==> src/hw/sacc_pkg.sv <==
// Package with register map, field layout, reset values and carriers of the converter config.
package sacc_pkg;

   // ----------------------------------------------------------------
   // Register indices; the byte address is four times the index.
   // ----------------------------------------------------------------
   localparam logic [7:0] IDX_PROX_GAIN_CFG  = 8'h0b;
   localparam logic [7:0] IDX_PROX_MISC_CFG  = 8'h0c;
   localparam logic [7:0] IDX_AMB_IR_IN_CFG  = 8'h0e;
   localparam logic [7:0] IDX_AUX_IN_CFG     = 8'h0f;
   localparam int         ADDR_SHIFT         = 2;

   // ----------------------------------------------------------------
   // Field positions and writable masks.
   // ----------------------------------------------------------------
   localparam int         GAIN_MSB           = 2;
   localparam int         RANGE_BIT          = 5;
   localparam int         MODE_BIT           = 2;
   localparam logic [7:0] GAIN_WMASK         = 8'h07;
   localparam logic [7:0] MISC_WMASK         = 8'h24;

   // ----------------------------------------------------------------
   // Reset values.
   // ----------------------------------------------------------------
   localparam logic [7:0] RST_PROX_GAIN      = 8'h00;
   localparam logic [7:0] RST_PROX_MISC      = 8'h04;
   localparam logic [7:0] RST_AMB_IR_IN      = 8'h00;
   localparam logic [7:0] RST_AUX_IN         = 8'h65;

   // ----------------------------------------------------------------
   // Input selector codes.
   // ----------------------------------------------------------------
   localparam logic [7:0] SEL_IR_SMALL       = 8'h00;
   localparam logic [7:0] SEL_IR_LARGE       = 8'h03;
   localparam logic [7:0] SEL_AUX_TEMP       = 8'h65;
   localparam logic [7:0] SEL_AUX_VDD        = 8'h75;

   // ----------------------------------------------------------------
   // Timing, in converter clock ticks before scaling by the gain.
   // ----------------------------------------------------------------
   localparam int         LED_PULSE_TICKS    = 16;
   localparam int         INTEG_TICKS        = 32;
   localparam int         MAX_GAIN           = 7;

   // ----------------------------------------------------------------
   // Types.
   // ----------------------------------------------------------------
   localparam logic [1:0] HTRANS_NONSEQ      = 2'b10;
   localparam logic [1:0] HTRANS_SEQ         = 2'b11;

   typedef struct packed {
      logic [2:0] prox_gain_exponent;
      logic       prox_high_range;
      logic       prox_meas_mode_sel;
      logic [7:0] ambient_ir_input_select;
      logic [7:0] auxiliary_input_select;
   } sacc_cfg_s;

   typedef struct packed {
      logic       amb_ir_large;
      logic       aux_temp;
      logic       aux_vdd;
   } sacc_sel_s;

   typedef enum logic [1:0] {
      SACC_IDLE  = 2'b00,
      SACC_PULSE = 2'b01,
      SACC_INTEG = 2'b11,
      SACC_DONE  = 2'b10
   } sacc_state_e;

endpackage

==> src/hw/sacc_top.sv <==
// Converter channel configuration registers with an AHB-Lite slave and a measurement timer.
//
// Added by the designer: the AHB-Lite slave port.
`timescale 1ns/1ps
// How it works
// - Gain scales LED pulse and integration time
// - Converter clock divided by two to gain
// - Any written gain applied without clamping
// - Range bit five selects high range
// - Mode bit two: raw or normal proximity
// - Misc setting resets to normal mode, range
// - Ambient IR selector routes small or large
// - Aux selector picks temperature or supply
// - Aux selector resets to temperature code
// - Gain and IR selector reset to zero
// - Raw mode disables the LED drive
module sacc_top #(
   parameter int LED_TICKS   = sacc_pkg::LED_PULSE_TICKS,
   parameter int INTEG_TICKS = sacc_pkg::INTEG_TICKS
) (
   input  wire logic                hclk,
   input  wire logic                hresetn,
   input  wire logic                hsel,
   input  wire logic [31:0]         haddr,
   input  wire logic [1:0]          htrans,
   input  wire logic                hwrite,
   input  wire logic [2:0]          hsize,
   input  wire logic [31:0]         hwdata,
   input  wire logic                hready,
   output      logic                hreadyout,
   output      logic                hresp,
   output      logic [31:0]         hrdata,
   input  wire logic                meas_start,
   output      sacc_pkg::sacc_cfg_s meas_cfg,
   output      sacc_pkg::sacc_sel_s meas_sel,
   output      logic                adc_clk_tick,
   output      logic                led_drive_on,
   output      logic                integrating,
   output      logic                meas_busy,
   output      logic                meas_done
);

   // ----------------------------------------------------------------
   // Elaboration checks.
   // ----------------------------------------------------------------
   localparam int CNT_W = sacc_pkg::MAX_GAIN + 1;
   localparam int TICK_W = 16;

   if (LED_TICKS < 1 || INTEG_TICKS <= LED_TICKS ||
       INTEG_TICKS >= (1 << TICK_W)) begin : g_bad_ticks
      // The tick counter must hold the integration count, and the pulse must end before it.
      $error("sacc_top: tick counts out of range");
   end

   // ----------------------------------------------------------------
   // Address decode.
   // ----------------------------------------------------------------
   function automatic logic [3:0] decode(input logic [31:0] addr);
      logic [29:0] idx;
      idx = addr[31:sacc_pkg::ADDR_SHIFT];
      decode = 4'h0;
      if (addr[1:0] == 2'h0) begin
         decode[0] = (idx == 30'(sacc_pkg::IDX_PROX_GAIN_CFG));
         decode[1] = (idx == 30'(sacc_pkg::IDX_PROX_MISC_CFG));
         decode[2] = (idx == 30'(sacc_pkg::IDX_AMB_IR_IN_CFG));
         decode[3] = (idx == 30'(sacc_pkg::IDX_AUX_IN_CFG));
      end
   endfunction

   logic        [3:0] wr_sel;
   logic              wr_pend;
   logic        [7:0] prox_gain_cfg;
   logic        [7:0] prox_misc_cfg;
   logic        [7:0] ambient_ir_input_cfg;
   logic        [7:0] auxiliary_input_cfg;
   logic        [7:0] next_prox_gain_cfg;
   logic        [7:0] next_prox_misc_cfg;
   logic        [7:0] next_ambient_ir_input_cfg;
   logic        [7:0] next_auxiliary_input_cfg;
   logic        [3:0] rd_sel;
   logic              addr_phase;
   logic        [7:0] next_rdata;

   assign addr_phase = hsel && hready && (htrans == sacc_pkg::HTRANS_NONSEQ ||
                                          htrans == sacc_pkg::HTRANS_SEQ);

   // ----------------------------------------------------------------
   // Bus slave: zero wait states, always OKAY.
   // ----------------------------------------------------------------
   always_ff @(posedge hclk or negedge hresetn) begin
      if (!hresetn) begin
         hreadyout <= 1'b0;
         hresp     <= 1'b0;
      end else begin
         hreadyout <= 1'b1;
         hresp     <= 1'b0;
      end
   end

   always_ff @(posedge hclk or negedge hresetn) begin
      if (!hresetn) begin
         wr_pend <= 1'b0;
         wr_sel  <= 4'h0;
      end else if (hready) begin
         wr_pend <= addr_phase && hwrite;
         wr_sel  <= (addr_phase && hwrite) ? decode(haddr) : 4'h0;
      end
   end

   // Writes land at the end of the data phase; reserved bits are masked off here.
   always_comb begin
      next_prox_gain_cfg        = prox_gain_cfg;
      next_prox_misc_cfg        = prox_misc_cfg;
      next_ambient_ir_input_cfg = ambient_ir_input_cfg;
      next_auxiliary_input_cfg  = auxiliary_input_cfg;
      if (wr_pend && hready) begin
         if (wr_sel[0]) begin
            next_prox_gain_cfg = hwdata[7:0] & sacc_pkg::GAIN_WMASK;
         end
         if (wr_sel[1]) begin
            next_prox_misc_cfg = hwdata[7:0] & sacc_pkg::MISC_WMASK;
         end
         if (wr_sel[2]) begin
            next_ambient_ir_input_cfg = hwdata[7:0];
         end
         if (wr_sel[3]) begin
            next_auxiliary_input_cfg = hwdata[7:0];
         end
      end
   end

   always_ff @(posedge hclk or negedge hresetn) begin
      if (!hresetn) begin
         prox_gain_cfg        <= sacc_pkg::RST_PROX_GAIN;
         prox_misc_cfg        <= sacc_pkg::RST_PROX_MISC;
         ambient_ir_input_cfg <= sacc_pkg::RST_AMB_IR_IN;
         auxiliary_input_cfg  <= sacc_pkg::RST_AUX_IN;
      end else begin
         prox_gain_cfg        <= next_prox_gain_cfg;
         prox_misc_cfg        <= next_prox_misc_cfg;
         ambient_ir_input_cfg <= next_ambient_ir_input_cfg;
         auxiliary_input_cfg  <= next_auxiliary_input_cfg;
      end
   end

   // Read data is taken from the next values so a read right after a write sees it.
   assign rd_sel = decode(haddr);

   always_comb begin
      next_rdata = 8'h00;
      case (1'b1)
         rd_sel[0]: next_rdata = next_prox_gain_cfg;
         rd_sel[1]: next_rdata = next_prox_misc_cfg;
         rd_sel[2]: next_rdata = next_ambient_ir_input_cfg;
         rd_sel[3]: next_rdata = next_auxiliary_input_cfg;
         default:   next_rdata = 8'h00;
      endcase
   end

   always_ff @(posedge hclk or negedge hresetn) begin
      if (!hresetn) begin
         hrdata <= 32'h0000_0000;
      end else if (addr_phase && !hwrite) begin
         hrdata <= {24'h00_0000, next_rdata};
      end else if (hready) begin
         hrdata <= 32'h0000_0000;
      end
   end

   // ----------------------------------------------------------------
   // Measurement config capture.
   // ----------------------------------------------------------------
   sacc_pkg::sacc_state_e state;
   sacc_pkg::sacc_state_e next_state;
   logic                  start_ok;

   assign start_ok = meas_start && (state == sacc_pkg::SACC_IDLE);

   // A change of settings mid-measurement would tear the timing, so the set is frozen per run.
   always_ff @(posedge hclk or negedge hresetn) begin
      if (!hresetn) begin
         meas_cfg <= '{prox_gain_exponent:      sacc_pkg::RST_PROX_GAIN[sacc_pkg::GAIN_MSB:0],
                       prox_high_range:         sacc_pkg::RST_PROX_MISC[sacc_pkg::RANGE_BIT],
                       prox_meas_mode_sel:      sacc_pkg::RST_PROX_MISC[sacc_pkg::MODE_BIT],
                       ambient_ir_input_select: sacc_pkg::RST_AMB_IR_IN,
                       auxiliary_input_select:  sacc_pkg::RST_AUX_IN};
         meas_sel <= '{amb_ir_large: 1'b0, aux_temp: 1'b1, aux_vdd: 1'b0};
      end else if (start_ok) begin
         meas_cfg.prox_gain_exponent      <= prox_gain_cfg[sacc_pkg::GAIN_MSB:0];
         meas_cfg.prox_high_range         <= prox_misc_cfg[sacc_pkg::RANGE_BIT];
         meas_cfg.prox_meas_mode_sel      <= prox_misc_cfg[sacc_pkg::MODE_BIT];
         meas_cfg.ambient_ir_input_select <= ambient_ir_input_cfg;
         meas_cfg.auxiliary_input_select  <= auxiliary_input_cfg;
         meas_sel.amb_ir_large <= (ambient_ir_input_cfg == sacc_pkg::SEL_IR_LARGE);
         meas_sel.aux_temp     <= (auxiliary_input_cfg == sacc_pkg::SEL_AUX_TEMP);
         meas_sel.aux_vdd      <= (auxiliary_input_cfg == sacc_pkg::SEL_AUX_VDD);
      end
   end

   // ----------------------------------------------------------------
   // Converter clock divider.
   // ----------------------------------------------------------------
   logic [CNT_W-1:0] div_cnt;
   logic [CNT_W-1:0] div_last;
   logic             tick_now;

   // No clamp on the exponent: the largest value simply divides by the widest count.
   assign div_last = CNT_W'((1 << meas_cfg.prox_gain_exponent) - 1);
   assign tick_now = meas_busy && (div_cnt == div_last);

   always_ff @(posedge hclk or negedge hresetn) begin
      if (!hresetn) begin
         div_cnt <= '0;
      end else if (!meas_busy || tick_now) begin
         div_cnt <= '0;
      end else begin
         div_cnt <= div_cnt + CNT_W'(1);
      end
   end

   always_ff @(posedge hclk or negedge hresetn) begin
      if (!hresetn) begin
         adc_clk_tick <= 1'b0;
      end else begin
         adc_clk_tick <= tick_now;
      end
   end

   // ----------------------------------------------------------------
   // Pulse and integration sequence.
   // ----------------------------------------------------------------
   logic [TICK_W-1:0] tick_cnt;

   always_comb begin
      next_state = state;
      case (state)
         sacc_pkg::SACC_IDLE: begin
            if (start_ok) begin
               next_state = sacc_pkg::SACC_PULSE;
            end
         end
         sacc_pkg::SACC_PULSE: begin
            if (tick_now && tick_cnt == TICK_W'(LED_TICKS - 1)) begin
               next_state = sacc_pkg::SACC_INTEG;
            end
         end
         sacc_pkg::SACC_INTEG: begin
            if (tick_now && tick_cnt == TICK_W'(INTEG_TICKS - 1)) begin
               next_state = sacc_pkg::SACC_DONE;
            end
         end
         sacc_pkg::SACC_DONE: begin
            next_state = sacc_pkg::SACC_IDLE;
         end
         default: begin
            next_state = sacc_pkg::SACC_IDLE;
         end
      endcase
   end

   always_ff @(posedge hclk or negedge hresetn) begin
      if (!hresetn) begin
         state <= sacc_pkg::SACC_IDLE;
      end else begin
         state <= next_state;
      end
   end

   // Counting in divided ticks is what stretches both windows by the gain factor.
   always_ff @(posedge hclk or negedge hresetn) begin
      if (!hresetn) begin
         tick_cnt <= '0;
      end else if (start_ok) begin
         tick_cnt <= '0;
      end else if (tick_now) begin
         tick_cnt <= tick_cnt + TICK_W'(1);
      end
   end

   always_ff @(posedge hclk or negedge hresetn) begin
      if (!hresetn) begin
         led_drive_on <= 1'b0;
         integrating  <= 1'b0;
         meas_busy    <= 1'b0;
         meas_done    <= 1'b0;
      end else begin
         led_drive_on <= (next_state == sacc_pkg::SACC_PULSE) &&
                         (start_ok ? prox_misc_cfg[sacc_pkg::MODE_BIT]
                                   : meas_cfg.prox_meas_mode_sel);
         integrating  <= (next_state == sacc_pkg::SACC_PULSE) ||
                         (next_state == sacc_pkg::SACC_INTEG);
         meas_busy    <= (next_state == sacc_pkg::SACC_PULSE) ||
                         (next_state == sacc_pkg::SACC_INTEG);
         meas_done    <= (next_state == sacc_pkg::SACC_DONE);
      end
   end

endmodule // sacc_top

==> config.mk <==
export PLATFORM = sky130hd
export DESIGN_NAME = sacc_top
export DESIGN_NICKNAME = d
export VERILOG_FILES = /design/src/hw/sacc_pkg.sv /design/src/hw/sacc_top.sv
export SDC_FILE = /design/constraint.sdc
export NUM_CORES = 1
export LEC_CHECK = 0
export ABC_AREA = 1
export BUFFER_PORTS_ARGS = -buffer_cell sky130_fd_sc_hd__buf_2
export CAP_MARGIN = 20
export CORE_MARGIN = 2
export CORE_UTILIZATION = 48
export DETAILED_ROUTE_END_ITERATION = 10
export GPL_ROUTABILITY_DRIVEN = 0
export PLACE_DENSITY = 0.77
export SYNTH_ARGS = -nofsm -noshare
export SYNTH_HDL_FRONTEND = slang
export SYNTH_SLANG_ARGS = --single-unit
==> constraint.sdc <==
create_clock -name hclk -period 1.5 [get_ports hclk]
set_clock_uncertainty 0.1 [all_clocks]
set_input_delay 0.075 -clock hclk [delete_from_list [all_inputs] [get_ports hclk]]
set_output_delay 0.075 -clock hclk [all_outputs]
set_load 0.05 [all_outputs]
# After elaboration in Yosys (flattened, before gate mapping)
# Index checks and enable logic that the tools add are counted.
dict set report totals {
  regBits 124
  inputBits 75
  out_inout_bits 63
  word_cells 88
}
dict set report classes {
  addsub 3
  eq_ne 18
  shifts 1
  mux 24
  n_reduce_logical 19
}
# operator count
set ops {}
lappend ops {{equality test 30 x 4 -> 1 bit (second input constant)} 4}
lappend ops {{two-way mux 8 bit} 13}
lappend ops {{two-way mux 32 bit} 2}
lappend ops {{two-way mux 16 bit} 2}
lappend ops {{adder 16 x 1 -> 16 bit (second input constant)} 1}
lappend ops {{equality test 16 x 4 -> 1 bit (second input constant)} 1}
lappend ops {{equality test 16 x 5 -> 1 bit (second input constant)} 1}
lappend ops {{equality test 8 x 7 -> 1 bit (second input constant)} 2}
lappend ops {{equality test 2 bit (second input constant)} 6}
lappend ops {{logical AND 1 bit} 10}
lappend ops {{adder 8 x 1 -> 8 bit (second input constant)} 1}
lappend ops {{equality test 8 x 2 -> 1 bit (second input constant)} 1}
lappend ops {{equality test 8 bit} 1}
lappend ops {{two-way mux 4 bit} 2}
lappend ops {{case mux 2 bit (4 select lines)} 1}
lappend ops {{<< shifter 1 x 3 -> 8 bit (first input constant)} 1}
lappend ops {{subtractor 8 x 2 -> 8 bit (second input constant)} 1}
lappend ops {{two-way mux 2 bit} 3}
lappend ops {{equality test 2 x 1 -> 1 bit (second input constant)} 2}
lappend ops {{logical NOT 2 bit} 2}
lappend ops {{nonzero test 2 bit} 2}
lappend ops {{logical OR 1 bit} 3}
lappend ops {{logical NOT 1 bit} 2}
lappend ops {{two-way mux 1 bit} 1}

# Longest topological paths before layout
dict set report logic_depth {
  word_depth 9
  mapped_depth 13
  depth_no_buf 13
}

# Least setup slack after synthesis
# OpenSTA, ideal clock, no wires.
dict set report synth_path {
  path_type {reg-to-reg}
  startpoint {reg meas_cfg[20] (netlist bit)}
  endpoint {reg tick_cnt[9]}
  setup_ns 0.126
  arrival_ns 1.719
  t_required_ns 1.274
  setup_slack_ns -0.445
  stages_incl_launch_ff 10
  path_buffers 1
  synth_period_minus_slack_ns 1.945
  cell_sequence {dfrtp_1 > nand3_1 > xnor2_1 > nor2_1 > nand2_1 > nor2_4 > nand2_4 > buf_2 > nand3_1 > o31ai_1}
}
dict set report synth_between {
  elab_chain_cells 5
}
# element line
set synth_lines {}
lappend synth_lines {{from (decl)} sacc_top.sv:34} ;# output sacc_pkg::sacc_cfg_s meas_cfg,
lappend synth_lines {{from (signal assigned)} sacc_top.sv:182} ;# meas_cfg <= '{prox_gain_exponent: sacc_pkg::RST_PROX_GAIN[sacc_pkg::GAIN_MSB:0],
lappend synth_lines {{<< shifter 1 x 3 -> 8 bit} sacc_top.sv:208} ;# assign div_last = CNT_W'((1 << meas_cfg.prox_gain_exponent) - 1);
lappend synth_lines {{subtractor 8 x 2 -> 8 bit} sacc_top.sv:208}
lappend synth_lines {{equality test 8 bit} sacc_top.sv:209} ;# assign tick_now = meas_busy && (div_cnt == div_last);
lappend synth_lines {{logical AND 1 bit} sacc_top.sv:209}
lappend synth_lines {{nonzero test 2 bit (no line)} -}
lappend synth_lines {{to (signal assigned)} sacc_top.sv:276} ;# tick_cnt <= tick_cnt + TICK_W'(1);
lappend synth_lines {{to (decl)} sacc_top.sv:232} ;# logic [TICK_W-1:0] tick_cnt;
# Every way passes these cells.
# A chain may end at the register's enable or synchronous reset.

# Worst setup path in the final report
dict set report layout_path {
  startpoint {reg meas_cfg[19] (netlist bit)}
  endpoint {reg tick_cnt[13]}
}
# The elaborated chain is that of the path after synthesis.

==> qor.csv <==
metric,value,unit
ant_nets,0,
power_leakage,0.00368,uW
cellPowerDensity,1070,mW/mm^2
postLayoutSetupSlackWorst,-352,ps
synth_xor_area_share,2.78,%
period_share,123,%
synth-seq-cells,99,
grt_max_degree,49,
drive_above_1_share,36.2,%
cts_tree,yes,
grt_pass1_vias,4816,
final_cell_mix,"nand2_1 (156), dfrtp_1 (84), buf_2 (81)",
final_max_slew_viol_count,0,
setup_violations,35,
cp_data_arrival_time,2020,ps
max_freq,540,MHz
failed_checks,setup timing,
core-area,0.0103,sq mm
dp.cells,908,
r2r_start,meas_cfg[19]$_DFFE_PN0P_,
criticalPathCategory,reg -> reg,
numCtsBuffers,9,
die_area,0.0113,sq mm
grt_pass1_wl,22.5,mm
ctsHtreeMaxLevel,3,
row_count,37,
yosysTopAreaCell,dfrtp_1,
clockRootBuffer,clkbuf_8,
rsz0062_at_grt,true,
vias,4944,
period_minus_slack,1850,ps
cts_max_path_buffers,2,
r2r_end,tick_cnt[13]$_DFFE_PN0P_,
drtIter0Drc,333,
ff_latch_area,0.00250,sq mm
yosys-mux-area-fraction,0,%
critPathRequiredTime,1670,ps
worst_slew_pin_slew,507,ps
synth_top_cell_area_share,43.7,%
cts_sinks,99,
finalWirelength,13.8,mm
gr-total-overflow,0,
met3_usage,3.56,%
rr_worst_depth,10,
grt_util_met1,29.7,%
synth_seq_area_share,49.4,%
synth-compound-area-share,7.67,%
die_w,106,um
avgSynthCellArea,7.99,sq um
nNetsFinal,890,
hpwl,9.48,mm
synthAdderAreaFrac,0.496,%
critPathMaxFanout,10,
cap_violations,0,
drt-vias-per-instance,5.18,
hold_class,in -> async,
path_clk_slew,110,ps
synth_top_family_by_area,simple AND/OR/NAND/NOR gates,
end_kind,flop,
grt_usage,24.8,%
multi_input_area,0.00238,sq mm
fp.dieH,106,um
synth_area_leaders,"dfrtp_1 (44%), nand2_1 (13%), dfstp_2 (5.7%), inv_1 (5.4%), o21ai_0 (4.6%)",
io_pins,138,
io_buffers,84,
wl_per_cell,14.5,um
synthSimpleGateAreaFrac,28.2,%
startpoint_type,flop,
first_pass_iters,5,
mappedNetlistArea,0.00504,sq mm
layout_commonest_cell,nand2_1,
initial_core_util,49.1,%
ir_worst_vdd,635,uV
syn_inst,631,
slew_headroom,66.1,%
synth.distinct_cells,36,
run_status,"finished, violations left",
hold_violations,0,
drc_errors,0,
synth_warnings,0,
fill_cells,837,
gr-usage-met2,45.3,%
antenna_found_initial,0,
fin_util,67.0,%
instances_no_fill,954,
r2r_slack,-350,ps
clk_latency,370,ps
n_antenna_cell,0,
grt_busiest_layer,met2,
syn_to_final_growth,36.6,%
[repair_timing]
action                     CTS  global route
buffers inserted            12             6
hold buffers                11             0
gates resized for setup     68            56
setup endpoints to repair   40            43
pin swaps                   23            27
hold endpoints to repair   109             0
gates cloned                 1             0
[power breakdown]
| group | internal (uW) | switching, uW | total [uW] | leakage (uW) |
|---|---|---|---|---|
| clock network | 652 | 1070 | 1720 | 0.0000986 |
| logic | 907 | 1620 | 2530 | 0.00231 |
| registers | 2930 | 196 | 3130 | 0.00128 |
| total | 4490 | 2890 | 7380 | 0.00368 |
[area by class of cell]
class,count,share of cell area (%)
Tap cell,136,2.47
Multi-Input combinational cell,438,34.6
Timing Repair Buffer,189,19.7
Inverter,76,4.29
Clock inverter,7,0.963
Sequential cell,99,36.2
Clock buffer,9,1.80
[stage by stage]
stage               hold slack, ps  TNS (ps)  power, uW  setup WS [ps]  area, sq um
global route                  41.5    -11970       7750           -453         6890
CTS                           13.3     -7270       7250           -303         6660
global placement              -134     -3920       5300           -221         6080
floorplan                     -321     -6290       4670           -261         5170
finish                        5.41     -8530       7380           -352         6890
detailed placement            -129     -6890       5400           -307         6080
[sequential cells by signal, indices dropped and copies added, names as in the netlist, 3 cells and up]
name                  flops
meas_cfg                 21
wr_sel                    4
hrdata                    8
meas_sel                  3
auxiliary_input_cfg       8
tick_cnt                 16
prox_gain_cfg             8
prox_misc_cfg             8
ambient_ir_input_cfg      8
div_cnt                   8
[synth_stat cells, drive strengths merged]
cell type / instances
clkinv: 1
clkbuf: 7
a211oi: 1
inv: 75
o21ai: 58
nor3: 7
o211ai: 2
nand3b: 2
nand3: 44
o41ai: 1
nand4: 21
dfstp: 11
xnor2: 2
dfrtp: 88
nor2: 63
nand2: 178
nor3b: 3
xor2: 14
o31ai: 5
o21a: 1
buf: 35
ha: 2
conb: 2
nor4: 4
a21oi: 4
[metal layers]
metal / up-vias / share of wire [%]
li1: 2332 / -
met1: 2345 / 38
met2: 219 / 53
met3: 48 / 5.8
met4: 0 / 3.0
met5: - / 0
[cells by family (layout without fill, tap and decap cells)]
| family | Yosys count | in the layout |
|---|---|---|
| compound gates | 72 | 72 |
| xor+xnor | 16 | 16 |
| fa+ha+maj | 2 | 2 |
| buf+inv | 118 | 281 |
| flops | 99 | 99 |
| other cells | 2 | 26 |
| simple gates | 322 | 322 |
[worst max-delay path: stages (launching register included)]
cell and delay (ps):
dfrtp_2 480, nor2_4 160, nand2_1 90, xor2_1 160, nor2_2 110, nand2_2 90
nor2_4 140, nand2_4 110, buf_6 170, nand3_1 100, o31ai_2 70
[worst max path at each step]
stage | depth (start not counted) | to | startpoint | slack, ps
after floorplan | 11 | tick_cnt[8]$_DFFE_PN0P_ | meas_cfg[19]$_DFFE_PN0P_ | -260
after global placement | 11 | tick_cnt[3]$_DFFE_PN0P_ | meas_cfg[19]$_DFFE_PN0P_ | -220
after detailed placement | 11 | tick_cnt[3]$_DFFE_PN0P_ | meas_cfg[19]$_DFFE_PN0P_ | -310
after CTS | 8 | tick_cnt[13]$_DFFE_PN0P_ | meas_cfg[20]$_DFFE_PN0P_ | -300
after global routing | 9 | tick_cnt[12]$_DFFE_PN0P_ | meas_cfg[19]$_DFFE_PN0P_ | -450
final | 10 | tick_cnt[13]$_DFFE_PN0P_ | meas_cfg[19]$_DFFE_PN0P_ | -350
No activity file was read; power rests on OpenSTA's default activity.
